--- src/rtl/spmp_pkg.sv ---
// shared constants for the serial peripheral port
package spmp_pkg;
	localparam int DATA_BITS = 8;
	localparam logic [2:0] BIT_COUNT_LAST = 3'h7;
	localparam logic [7:0] RESET_BYTE = 8'h00;
	localparam logic [7:0] IDLE_TX_BYTE = 8'h00;
	localparam logic [2:0] RATE_DIV4 = 3'h0;
	localparam logic [2:0] RATE_DIV64 = 3'h4;
	localparam int HALF_DIV_MIN = 2;
	localparam int HALF_DIV_WIDTH = 7;
	localparam int SYS_CLK_MHZ = 100;
	localparam int SYNC_STAGES = 2;
endpackage

--- src/rtl/spmp_sync.sv ---
// two-flop synchroniser for pin inputs
`timescale 1ns/1ps
module spmp_sync #(
	parameter logic RESET_LEVEL = 1'b0
) (
	// clock and reset
	input wire logic sys_clk,
	input wire logic sys_rst,
	// pin and synchronised level
	input wire logic pinIn,
	output logic syncOut
);
	logic firstStage;

	always_ff @(posedge sys_clk)
	begin
		if (sys_rst)
		begin
			firstStage <= RESET_LEVEL;
			syncOut <= RESET_LEVEL;
		end
		else
		begin
			firstStage <= pinIn;
			syncOut <= firstStage;
		end
	end
endmodule

--- src/rtl/spmp_rate_gen.sv ---
// master serial clock half-period tick generator
`timescale 1ns/1ps
module spmp_rate_gen (
	// clock and reset
	input wire logic sys_clk,
	input wire logic sys_rst,
	// control
	input wire logic run,
	input wire logic [2:0] rateSel,
	// half-period tick
	output logic halfTick
);
	logic [spmp_pkg::HALF_DIV_WIDTH-1:0] count;
	logic [spmp_pkg::HALF_DIV_WIDTH-1:0] halfLen;

	// divisor 4..128 per code, codes above 100 saturate at 128
	function automatic logic [spmp_pkg::HALF_DIV_WIDTH-1:0] half_of(input logic [2:0] sel);
		logic [2:0] s;
		s = (sel > spmp_pkg::RATE_DIV64) ? 3'h5 : sel;
		half_of = 7'(spmp_pkg::HALF_DIV_MIN) << s;
	endfunction

	assign halfLen = half_of(rateSel);

	always_ff @(posedge sys_clk)
	begin
		if (sys_rst || !run)
		begin
			count <= '0;
			halfTick <= 1'b0;
		end
		else if (count == halfLen - 7'h1)
		begin
			count <= '0;
			halfTick <= 1'b1;
		end
		else
		begin
			count <= count + 7'h1;
			halfTick <= 1'b0;
		end
	end

	halftick_period_a: assert property (@(posedge sys_clk) disable iff (sys_rst)
		(run && !halfTick && $past(halfTick) && $stable(rateSel) && rateSel == spmp_pkg::RATE_DIV4)
		|=> halfTick) else $error("divide by 4 half period wrong");
endmodule

--- src/rtl/spmp_port.sv ---
// serial peripheral port, master or slave, byte exchange engine
`timescale 1ns/1ps
// Overview of operation
// - eight serial clocks exchange one byte
// - unselected slave ignores serial clock
// - unselected slave floats its data output
// - master clock divides system clock 4..128
// - rate code 000 is /4, doubling, else /128
// - controller_select chooses master; master initiates
// - master write when empty starts transfer
// - write while busy sets write collision
// - transfer done flag, interrupt when enabled
// - writes transmit, reads return received byte
// - bit order selectable both directions
// - order bit 0 msb first, 1 lsb
// - overrun keeps old byte, blocks reception
// - overrun no interrupt; done keeps requesting
// - slave counts edges, done after eight
// - late slave load sends zero byte
// - phase 0 samples first edge, select frames
// - phase 1 first edge starts transfer
// - polarity only sets idle clock level
// - polarity 0 idles low, 1 high
// - master select low sets mode fault
// - mode fault clears enable and master
// - select disable suppresses mode fault
// - collision no interrupt; flags software cleared
// - only done and fault raise interrupt
module spmp_port (
	// clock and reset
	input wire logic sys_clk,
	input wire logic sys_rst,
	// control settings
	input wire logic lsbFirst,
	input wire logic controllerSelectSet,
	input wire logic controllerSelectClr,
	input wire logic samplePhase,
	input wire logic idleClockLevel,
	input wire logic selectPinDisable,
	input wire logic [2:0] rateDividerSelect,
	input wire logic portEnableSet,
	input wire logic portEnableClr,
	input wire logic interruptEnable,
	// data register access
	input wire logic dataWrite,
	input wire logic [7:0] dataWriteValue,
	input wire logic dataRead,
	output logic [7:0] dataReadValue,
	// flag clears from software
	input wire logic transferDoneClr,
	input wire logic modeFaultClr,
	input wire logic writeCollisionClr,
	input wire logic receiveOverrunClr,
	// status
	output logic portEnable,
	output logic controllerSelect,
	output logic transferDoneFlag,
	output logic modeFaultFlag,
	output logic writeCollisionFlag,
	output logic receiveOverrunFlag,
	output logic interruptReq,
	// serial pins
	input wire logic sckIn,
	output logic sckOut,
	output logic sckOe,
	input wire logic mosiIn,
	output logic mosiOut,
	output logic mosiOe,
	input wire logic misoIn,
	output logic misoOut,
	output logic misoOe,
	input wire logic selectIn
);
	typedef enum logic [1:0] {IDLE, LEAD, TRAIL} spmp_state_t;
	spmp_state_t state;
	logic sckSync, selSync, sckPrev, selPrev;
	logic [7:0] txShift, rxShift;
	logic txFull, busy;
	logic [2:0] bitCount;
	logic halfTick;
	logic masterMode, slaveSel, edgeRise, edgeFall, leadEdge, trailEdge;
	logic selFall, doShift, doSample, byteDone, mFault, txDoneSeen;
	logic mosiSync, inBit;
	logic outBit;

	spmp_sync #(.RESET_LEVEL(1'b0)) sckSyncInst (.sys_clk(sys_clk), .sys_rst(sys_rst),
		.pinIn(sckIn), .syncOut(sckSync));
	spmp_sync #(.RESET_LEVEL(1'b1)) selSyncInst (.sys_clk(sys_clk), .sys_rst(sys_rst),
		.pinIn(selectIn), .syncOut(selSync));
	// slave data follows the synchronised clock
	spmp_sync #(.RESET_LEVEL(1'b0)) mosiSyncInst (.sys_clk(sys_clk), .sys_rst(sys_rst),
		.pinIn(mosiIn), .syncOut(mosiSync));
	spmp_rate_gen rateInst (.sys_clk(sys_clk), .sys_rst(sys_rst), .run(masterMode && busy),
		.rateSel(rateDividerSelect), .halfTick(halfTick));

	always_ff @(posedge sys_clk)
	begin
		if (sys_rst)
		begin
			sckPrev <= 1'b0;
			selPrev <= 1'b1;
		end
		else
		begin
			sckPrev <= sckSync;
			selPrev <= selSync;
		end
	end

	assign masterMode = portEnable && controllerSelect;
	// select ignored only with phase 1 and select disable
	assign slaveSel = portEnable && !controllerSelect &&
		(!selSync || (samplePhase && selectPinDisable));
	assign edgeRise = sckSync && !sckPrev;
	assign edgeFall = !sckSync && sckPrev;
	// leading edge leaves idle level, which polarity alone defines
	assign leadEdge = idleClockLevel ? edgeFall : edgeRise;
	assign trailEdge = idleClockLevel ? edgeRise : edgeFall;
	assign selFall = !selSync && selPrev;
	assign mFault = masterMode && !selectPinDisable && !selSync;
	assign inBit = masterMode ? misoIn : mosiSync;

	// which phase samples and which shifts
	always_comb
	begin
		doShift = 1'b0;
		doSample = 1'b0;
		if (masterMode)
		begin
			doSample = halfTick && state == (samplePhase ? TRAIL : LEAD);
			doShift = halfTick && samplePhase && state == LEAD && bitCount != 3'h0;
			doShift = doShift || (halfTick && !samplePhase && state == TRAIL);
		end
		else if (slaveSel)
		begin
			doSample = samplePhase ? trailEdge : leadEdge;
			doShift = samplePhase ? (leadEdge && bitCount != 3'h0) : trailEdge;
		end
	end
	assign byteDone = doSample && bitCount == spmp_pkg::BIT_COUNT_LAST;

	// serial clock and transfer state for master
	always_ff @(posedge sys_clk)
	begin
		if (sys_rst || !portEnable)
		begin
			state <= IDLE;
			busy <= 1'b0;
			sckOut <= 1'b0;
		end
		else if (masterMode)
		begin
			sckOut <= idleClockLevel;
			if (!busy && txFull)
			begin
				busy <= 1'b1;
				state <= LEAD;
			end
			else if (busy && halfTick)
			begin
				if (state == LEAD)
				begin
					state <= TRAIL;
					sckOut <= !idleClockLevel;
				end
				else
				begin
					state <= LEAD;
					if (byteDone || sckTransferEnded())
					begin
						busy <= 1'b0;
						state <= IDLE;
					end
				end
			end
			else if (busy)
			begin
				sckOut <= (state == TRAIL) ? !idleClockLevel : idleClockLevel;
			end
		end
		else
		begin
			state <= IDLE;
			busy <= slaveSel && (bitCount != 3'h0 || busy) && !byteDone;
			sckOut <= idleClockLevel;
		end
	end

	// true once the eighth bit has been sampled
	function automatic logic sckTransferEnded();
		sckTransferEnded = bitCount == 3'h0 && txDoneSeen;
	endfunction
	always_ff @(posedge sys_clk)
	begin
		if (sys_rst || !busy)
			txDoneSeen <= 1'b0;
		else if (byteDone)
			txDoneSeen <= 1'b1;
	end

	// bit counter
	always_ff @(posedge sys_clk)
	begin
		if (sys_rst || !portEnable || (!controllerSelect && selSync && !(samplePhase && selectPinDisable)))
			bitCount <= 3'h0;
		else if (!controllerSelect && !samplePhase && selFall)
			bitCount <= 3'h0;
		else if (doSample)
			bitCount <= bitCount + 3'h1;
	end

	// transmit shifter with collision check
	always_ff @(posedge sys_clk)
	begin
		if (sys_rst || !portEnable)
		begin
			txShift <= spmp_pkg::RESET_BYTE;
			txFull <= 1'b0;
		end
		else if (byteDone)
		begin
			txShift <= spmp_pkg::IDLE_TX_BYTE;
			txFull <= 1'b0;
		end
		else if (dataWrite && !txFull && !(busy || bitCount != 3'h0))
		begin
			txShift <= dataWriteValue;
			txFull <= 1'b1;
		end
		else if (doShift)
			txShift <= lsbFirst ? {1'b0, txShift[7:1]} : {txShift[6:0], 1'b0};
	end
	assign outBit = lsbFirst ? txShift[0] : txShift[7];

	// receive shifter and buffer
	always_ff @(posedge sys_clk)
	begin
		if (sys_rst || !portEnable)
		begin
			rxShift <= spmp_pkg::RESET_BYTE;
			dataReadValue <= spmp_pkg::RESET_BYTE;
		end
		else if (doSample)
		begin
			rxShift <= lsbFirst ? {inBit, rxShift[7:1]} : {rxShift[6:0], inBit};
			if (byteDone && !transferDoneFlag)
				dataReadValue <= lsbFirst ? {inBit, rxShift[7:1]} : {rxShift[6:0], inBit};
		end
	end

	// pin drive
	always_ff @(posedge sys_clk)
	begin
		if (sys_rst)
		begin
			mosiOut <= 1'b0;
			mosiOe <= 1'b0;
			misoOut <= 1'b0;
			misoOe <= 1'b0;
			sckOe <= 1'b0;
		end
		else
		begin
			mosiOut <= masterMode ? outBit : 1'b0;
			mosiOe <= masterMode;
			sckOe <= masterMode;
			misoOut <= slaveSel ? outBit : 1'b0;
			misoOe <= slaveSel;
		end
	end

	// mode bits, cleared on fault
	always_ff @(posedge sys_clk)
	begin
		if (sys_rst)
		begin
			portEnable <= 1'b0;
			controllerSelect <= 1'b0;
		end
		else if (mFault)
		begin
			portEnable <= 1'b0;
			controllerSelect <= 1'b0;
		end
		else
		begin
			if (portEnableSet)
				portEnable <= 1'b1;
			else if (portEnableClr)
				portEnable <= 1'b0;
			if (controllerSelectSet)
				controllerSelect <= 1'b1;
			else if (controllerSelectClr)
				controllerSelect <= 1'b0;
		end
	end

	// sticky flags, set wins over clear
	always_ff @(posedge sys_clk)
	begin
		if (sys_rst)
		begin
			transferDoneFlag <= 1'b0;
			modeFaultFlag <= 1'b0;
			writeCollisionFlag <= 1'b0;
			receiveOverrunFlag <= 1'b0;
		end
		else
		begin
			transferDoneFlag <= byteDone || (transferDoneFlag && !transferDoneClr);
			modeFaultFlag <= mFault || (modeFaultFlag && !modeFaultClr);
			writeCollisionFlag <= (portEnable && dataWrite && (txFull || busy || bitCount != 3'h0))
				|| (writeCollisionFlag && !writeCollisionClr);
			receiveOverrunFlag <= (byteDone && transferDoneFlag)
				|| (receiveOverrunFlag && !receiveOverrunClr);
		end
	end

	// single request from done and fault only
	always_ff @(posedge sys_clk)
	begin
		if (sys_rst)
			interruptReq <= 1'b0;
		else
			interruptReq <= interruptEnable && (transferDoneFlag || (modeFaultFlag && !selectPinDisable));
	end

	done_sets_flag_a: assert property (@(posedge sys_clk) disable iff (sys_rst)
		byteDone |=> transferDoneFlag) else $error("done flag not set");
	overrun_keeps_a: assert property (@(posedge sys_clk) disable iff (sys_rst)
		(byteDone && transferDoneFlag && portEnable) |=> receiveOverrunFlag && $stable(dataReadValue))
		else $error("overrun handling wrong");
	fault_disables_a: assert property (@(posedge sys_clk) disable iff (sys_rst)
		mFault |=> !portEnable && !controllerSelect && modeFaultFlag) else $error("mode fault effect wrong");
	unselected_float_a: assert property (@(posedge sys_clk) disable iff (sys_rst)
		(!controllerSelect && selSync && !(samplePhase && selectPinDisable)) |=> !misoOe)
		else $error("miso driven while unselected");
	collision_keeps_a: assert property (@(posedge sys_clk) disable iff (sys_rst)
		(portEnable && dataWrite && txFull && !byteDone && !doShift) |=> writeCollisionFlag && $stable(txShift))
		else $error("collision handling wrong");
	ignore_unselected_a: assert property (@(posedge sys_clk) disable iff (sys_rst)
		(!controllerSelect && selSync && !(samplePhase && selectPinDisable)) |-> !doSample)
		else $error("clock accepted while unselected");
	irq_sources_a: assert property (@(posedge sys_clk) disable iff (sys_rst)
		(!transferDoneFlag && !modeFaultFlag) |=> !interruptReq) else $error("stray interrupt");
	idle_level_a: assert property (@(posedge sys_clk) disable iff (sys_rst)
		(masterMode && !busy && $stable(idleClockLevel)) |=> sckOut == $past(idleClockLevel))
		else $error("idle clock level wrong");
	disabled_idle_a: assert property (@(posedge sys_clk) disable iff (sys_rst)
		!portEnable |=> bitCount == 3'h0 && !sckOe) else $error("disabled port active");
endmodule

--- config.mk ---
export PLATFORM = sky130hd
export DESIGN_NAME = spmp_port
export DESIGN_NICKNAME = d
export VERILOG_FILES = /design/src/rtl/spmp_pkg.sv /design/src/rtl/spmp_sync.sv /design/src/rtl/spmp_rate_gen.sv /design/src/rtl/spmp_port.sv
export SDC_FILE = /design/constraint.sdc
export NUM_CORES = 1
export LEC_CHECK = 0
export BUFFER_PORTS_ARGS = -buffer_cell sky130_fd_sc_hd__buf_4
export CAP_MARGIN = 10
export CORE_MARGIN = 1
export CORE_UTILIZATION = 59
export DETAILED_ROUTE_END_ITERATION = 7
export HOLD_SLACK_MARGIN = 0.02
export PLACE_DENSITY = 0.84
export SKIP_CTS_REPAIR_TIMING = 1
export SLEW_MARGIN = 20
export SYNTH_ARGS = -nofsm -noshare
export SYNTH_HDL_FRONTEND = slang
export SYNTH_HIERARCHICAL = 1
export SYNTH_SLANG_ARGS = --single-unit
--- constraint.sdc ---
create_clock -name sys_clk -period 2.84 [get_ports sys_clk]
set_input_delay 0.568 -clock sys_clk [delete_from_list [all_inputs] [get_ports sys_clk]]
set_output_delay 0.568 -clock sys_clk [all_outputs]
set_load 0.01 [all_outputs]
# Word-level counts from Yosys, hierarchy flattened
# Cells that the tools add are included.
classes:
  add_sub_neg: 3
  bitwise_logic: 2
  n_eq_ne: 8
  reduce_logical: 89
  magnitude_cmp: 1
  shift: 1
  muxes: 36
ops:
  columns: ["op", "n"]
  rows:
  - ["$logic_and A1 B1 Y1", 39]
  - ["$mux W8", 4]
  - ["$mux W1", 29]
  - ["$logic_not A1 Y1", 19]
  - ["$logic_or A1 B1 Y1", 15]
  - ["$reduce_or A2 Y1", 7]
  - ["$reduce_bool A2 Y1", 4]
  - ["$add A7 B1 Y7 const B", 1]
  - ["$eq A7 B7 Y1", 1]
  - ["$shl A2 B3 Y7 const A", 1]
  - ["$sub A7 B1 Y7 const B", 1]
  - ["$ne A3 B1 Y1 const B", 2]
  - ["$mux W2", 2]
  - ["$add A3 B1 Y3 const B", 1]
  - ["$eq A3 B3 Y1 const B", 1]
  - ["$gt A3 B3 Y1 const B", 1]
  - ["$logic_not A3 Y1", 1]
  - ["$mux W3", 1]
  - ["$ne A3 B2 Y1 const B", 1]
  - ["$reduce_and A3 Y1", 1]
  - ["$reduce_bool A3 Y1", 1]
  - ["$reduce_or A3 Y1", 1]
  - ["$eq A2 B1 Y1 const B", 1]
  - ["$eq A2 B2 Y1", 1]
  - ["other kinds (3)", 4]
totals:
  output_inout_bits: 21
  reg_bits: 60
  elab_cells: 171
  inputBits: 32

# Longest topological paths before layout
depth:
  depth_word: 13
  mapped_depth: 8
  ltp_nobuf: 7

# By module
# The synthesis kept the hierarchy.
modules_own_cells:
  columns: ["mod", "area_each_um2", "seq_area_each_um2", "cells_per_inst", "n_inst"]
  rows:
  - ["spmp_port", 2267.2, 920.9, 245, 1]
  - ["spmp_rate_gen", 410.4, 160.2, 44, 1]
  - ["spmp_sync", 52.6, 40.0, 4, 3]

# Worst setup path after synthesis
# OpenSTA, ideal clock, no wires.
synth_timing:
  path_type: "input -> register"
  startpoint: "input samplePhase"
  endpoint: "register busy"
  setup_ps: 127
  required_ps: 2713
  path_stages: 7
  n_path_buf: 2
  arrival_time_ps: 1836
  slack_ps: 877
  cell_sequence: "buf_6 > or3b_1 > a211oi_1 > a311oi_4 > buf_6 > o221ai_1 > o41ai_1"
synth_between:
  elab_chain_cells: 9
synth_rtl:
  columns: ["item", "line_no", "rtl"]
  rows:
  - ["from (decl)", "spmp_port.sv:37", "input wire logic samplePhase,"]
  - ["$logic_and A1 B1 Y1", "spmp_port.sv:113", "(!selSync || (samplePhase && selectPinDisable));"]
  - ["$logic_or A1 B1 Y1", "spmp_port.sv:113", null]
  - ["$logic_and A1 B1 Y1", "spmp_port.sv:112", "assign slaveSel = portEnable && !controllerSelect &&"]
  - ["$mux W1", "spmp_port.sv:134", "else if (slaveSel)"]
  - ["$mux W1", "spmp_port.sv:128", "if (masterMode)"]
  - ["$logic_and A1 B1 Y1", "spmp_port.sv:140", "assign byteDone = doSample && bitCount == spmp_pkg::BIT_COUNT_LAST;"]
  - ["$logic_or A1 B1 Y1 / $logic_not A1 Y1 (equally long branches)", "spmp_port.sv:169, spmp_port.sv:184", null]
  - ["$ne A3 B1 Y1 (no source line) / $logic_and A1 B1 Y1 (equally long branches)", null, null]
  - ["$reduce_and A3 Y1 (no source line) / $mux W1 (equally long branches)", null, null]
  - ["to (signal assigned)", "spmp_port.sv:184", "busy <= slaveSel && (bitCount != 3'h0 || busy) && !byteDone;"]
  - ["to (decl)", "spmp_port.sv:78", "logic txFull, busy;"]
# Parallel ways exist; a longest one is shown, timed or not.
# A chain may end at the register's enable or synchronous reset.

# Worst setup path after layout
layout_timing:
  startpoint: "register bitCount[0]"
  endpoint: "register txShift[4]"
layout_between:
  elab_chain_cells: 6
layout_rtl:
  columns: ["item", "line_no", "rtl"]
  rows:
  - ["from (decl)", "spmp_port.sv:79", "logic [2:0] bitCount;"]
  - ["from (signal assigned)", "spmp_port.sv:209", "bitCount <= bitCount + 3'h1;"]
  - ["$reduce_bool A3 Y1", "spmp_port.sv:131, spmp_port.sv:137, spmp_port.sv:225", null]
  - ["$logic_and A1 B1 Y1", "spmp_port.sv:137", "doShift = samplePhase ? (leadEdge && bitCount != 3'h0) : trailEdge;"]
  - ["$mux W1", "spmp_port.sv:137", null]
  - ["$mux W1", "spmp_port.sv:134", null]
  - ["$mux W1", "spmp_port.sv:128", null]
  - ["$reduce_bool A2 Y1 (no source line)", null, null]
  - ["to (signal assigned)", "spmp_port.sv:217", "txShift <= spmp_pkg::RESET_BYTE;"]
  - ["to (signal assigned)", "spmp_port.sv:222", "txShift <= spmp_pkg::IDLE_TX_BYTE;"]
  - ["to (signal assigned)", "spmp_port.sv:227", "txShift <= dataWriteValue;"]
  - ["to (decl)", "spmp_port.sv:77", "logic [7:0] txShift, rxShift;"]
# Parallel ways exist; a longest one is shown, timed or not.

==> impl_metrics.yaml <==
outcome:
  status: "finished, violations left"
  violations: "DRC"
placement:
  gp_congestion: 0.902
  dp_hpwl_um: 4010
  place_inst: 396
  io_buffer_count: 51
  dp_slack_ns: 0.679
yosys:
  yosysUniqueCellTypes: 53
  synth_edf_count: 0
  ys_seq_area_share_pct: 42.4
  synth_ff_type: "dfxtp_1"
  syn-cell-area_sq_um: 2840
  avgSynthCellArea_sq_um: 9.42
  ys_warn_count: 6
  synth_cells: 301
  synth_nets: 337
  synthArstFlopShare_pct: 0
  ys_seq_elements: 60
final_layout:
  area_growth_pct: 21.4
  final_common_cell: "dfxtp_1"
  antennaDiodeCount: 0
  nNetsFinal: 391
  final_cell_mix: "dfxtp_1 (60), buf_4 (54), nor2_1 (41), mux2i_1 (35), nand2_1 (25)"
  register_area_sq_um: 1200
  multi_input_area_sq_um: 1510
  layoutNonFillerInstCount: 412
  layout-drive-gt1-share_pct: 23.9
  n_fill_cell: 317
setup_path:
  cpPeakStageDelay_ns: 0.49
  crit_chain: "inv_1 > ha_1 > nor2b_1 > nand3_1 > o221a_2 > mux2i_1"
  ff2ff_setup_slack_ns: 0.79
  required_ns: 3.10
  r2r-start: "bitCount[0]$_SDFFE_PP0P_"
  worstSetupStartpointType: "flop"
  crit_family: "simple AND/OR/NAND/NOR gates"
  cp_slowest_cell: "o221a_2"
  end_kind: "flop"
  crit_buf_inv: 1
  crit_path_max_fanout: 18
  path_depth: 6
  reg2reg_depth: 6
  r2r-end: "txShift[4]$_SDFFE_PP0P_"
  cp.arrival_ns: 2.31
  crit_type: "flop to flop"
power:
  power_frac_seq_pct: 48.9
  p_sw_share_pct: 22.6
  power_density_nw_per_um2: 512
  switchingPower_w: 0.000398
  cellInternalPower_w: 0.00136
  power.share.combinational_pct: 7.1
  vdd_drop_max_mv: 0.358
  clockPowerShare_pct: 44.1
  leakagePower_nw: 1.56
floorplan:
  io_pins: 53
  core_sq_um: 4470
  die_y_um: 71.3
  die-area_sq_um: 5090
  rows: 24
  start_util_pct: 63.4
  die_w_um: 71.3
grt:
  track_usage_pct: 25.0
  antenna_found_initial: 0
  grt_max_degree: 22
  grt_pass1_wl_um: 9790
  grt_remaining_overflow: 0
  grt_pass1_vias: 2179
route:
  drc_errors: 2
  routed_via_density: 5.55
  finalWirelength_um: 5720
  firstDrtPassIters: 6
  vias: 2288
  drt_iter0_drc: 167
  wire_per_inst_um: 13.9
  ant_nets: 0
clock_network:
  cts_buffers: 9
  tritoncts: "done"
  clkSinkCount: 60
  path_clk_slew_ns: 0.07
  clock_latency_ns: 0.34
  cts_max_level: 3
  root_buffer: "clkbuf_8"
  clockBufferDepth: 2
hold_path:
  min_path_cells: 2
  hold_start: "selectIn"
  min_path_type: "input port to flop"
  worstHoldEndpoint: "selSyncInst/firstStage$_SDFF_PP1_"
timing:
  setup_violations: 0
  finalCritPeriodShare_pct: 72.3
  fmax_mhz: 487
  fin_skew_ns: 0.00685
  slew_violations: 0
  rsz0062_at_grt: "false"
  relSlewSlack_pct: 59.7
  hold_viol: 0
  worst-slew-pin-transition_ns: 0.603
  period_minus_slack_ns: 2.05
  setup_tns_ns: 0
  timing.final.ws_setup_ns: 0.787
  timing.hold.ws_ns: 0.407
job:
  max_cap_violations: 0
## cell usage after synthesis, types with 3 or more instances
master | count | area share, %
a21oi_1 | 11 | 1.9
a32oi_1 | 3 | 0.93
clkbuf_1 | 5 | 0.66
dfxtp_1 | 60 | 42
ha_1 | 4 | 1.8
inv_1 | 15 | 2.0
mux2_2 | 7 | 2.8
mux2i_1 | 35 | 12
nand2_1 | 25 | 3.3
nand2b_1 | 8 | 1.8
nand3_1 | 4 | 0.71
nor2_1 | 41 | 5.4
nor2b_1 | 9 | 2.0
nor3_1 | 10 | 1.8
nor3b_1 | 3 | 0.79
o211ai_1 | 6 | 1.6
o21ai_0 | 5 | 0.88
xnor2_1 | 4 | 1.2
xor2_1 | 3 | 0.93
## sequential cells by signal, indices dropped and copies added, names as in the netlist, 2 cells and up
name            flops
rxShift             8
state               2
bitCount            3
txShift             8
dataReadValue       8
rateInst/count      7
## worst max path at each step
stage	from	endpoint	slack (ns)
2_1_floorplan	samplePhase	busy$_SDFFE_PP0P_	0.88
3_3_place_gp	samplePhase	receiveOverrunFlag$_SDFF_PP0_	0.70
3_5_place_dp	samplePhase	state[0]$_SDFFE_PP0P_	0.68
4_1_cts	bitCount[0]$_SDFFE_PP0P_	txShift[4]$_SDFFE_PP0P_	0.77
5_1_grt	bitCount[0]$_SDFFE_PP0P_	txShift[0]$_SDFFE_PP0P_	0.56
6_report	bitCount[0]$_SDFFE_PP0P_	txShift[4]$_SDFFE_PP0P_	0.79
## cells by family after synthesis
group	Yosys count	synth area share (%)
DFF	60	42.4
AOI/OAI and AO/OA	45	12.7
adders and majority gates	4	1.77
muxes	45	16.4
buffers and inverters	26	4.32
xor gates and xnor gates	8	2.74
and+or+nand+nor	113	19.7
## routing by layer
metal / global-route usage (%) / share of wire, %
met3: 5.06 / 2.7
met5: 0 / 0
met1: 30.2 / 47
met2: 40.7 / 48
met4: 15.8 / 1.6
## power groups by stage
stage               Clock (W)  Combinational [W]  Sequential, W
floorplan                   0          0.0000730       0.000878
global placement            0           0.000123       0.000880
detailed placement          0           0.000125       0.000880
CTS                  0.000788           0.000125       0.000861
global route         0.000826           0.000137       0.000862
finish               0.000777           0.000125       0.000861
## per-stage QoR
| stage | area [sq um] | power [W] | util, % |
|---|---|---|---|
| 3_5_place_dp | 3240 | 0.00100 | 72.4 |
| 6_report | 3440 | 0.00176 | 76.9 |
| 5_1_grt | 3440 | 0.00182 | 76.9 |
| 4_1_cts | 3440 | 0.00177 | 76.9 |
| 2_1_floorplan | 2840 | 0.000951 | - |
| 3_3_place_gp | 3240 | 0.00100 | 72.4 |
## layout make-up
type,instances,share of cell area (%)
repair buffers,54,11.8
clock buffers,12,4.51
well taps,52,1.89
flip-flops and latches,60,34.9
multi-input cells,215,43.9
clock inverters,4,1.38
inverters,15,1.64
Power figures use the tool's default switching activity.
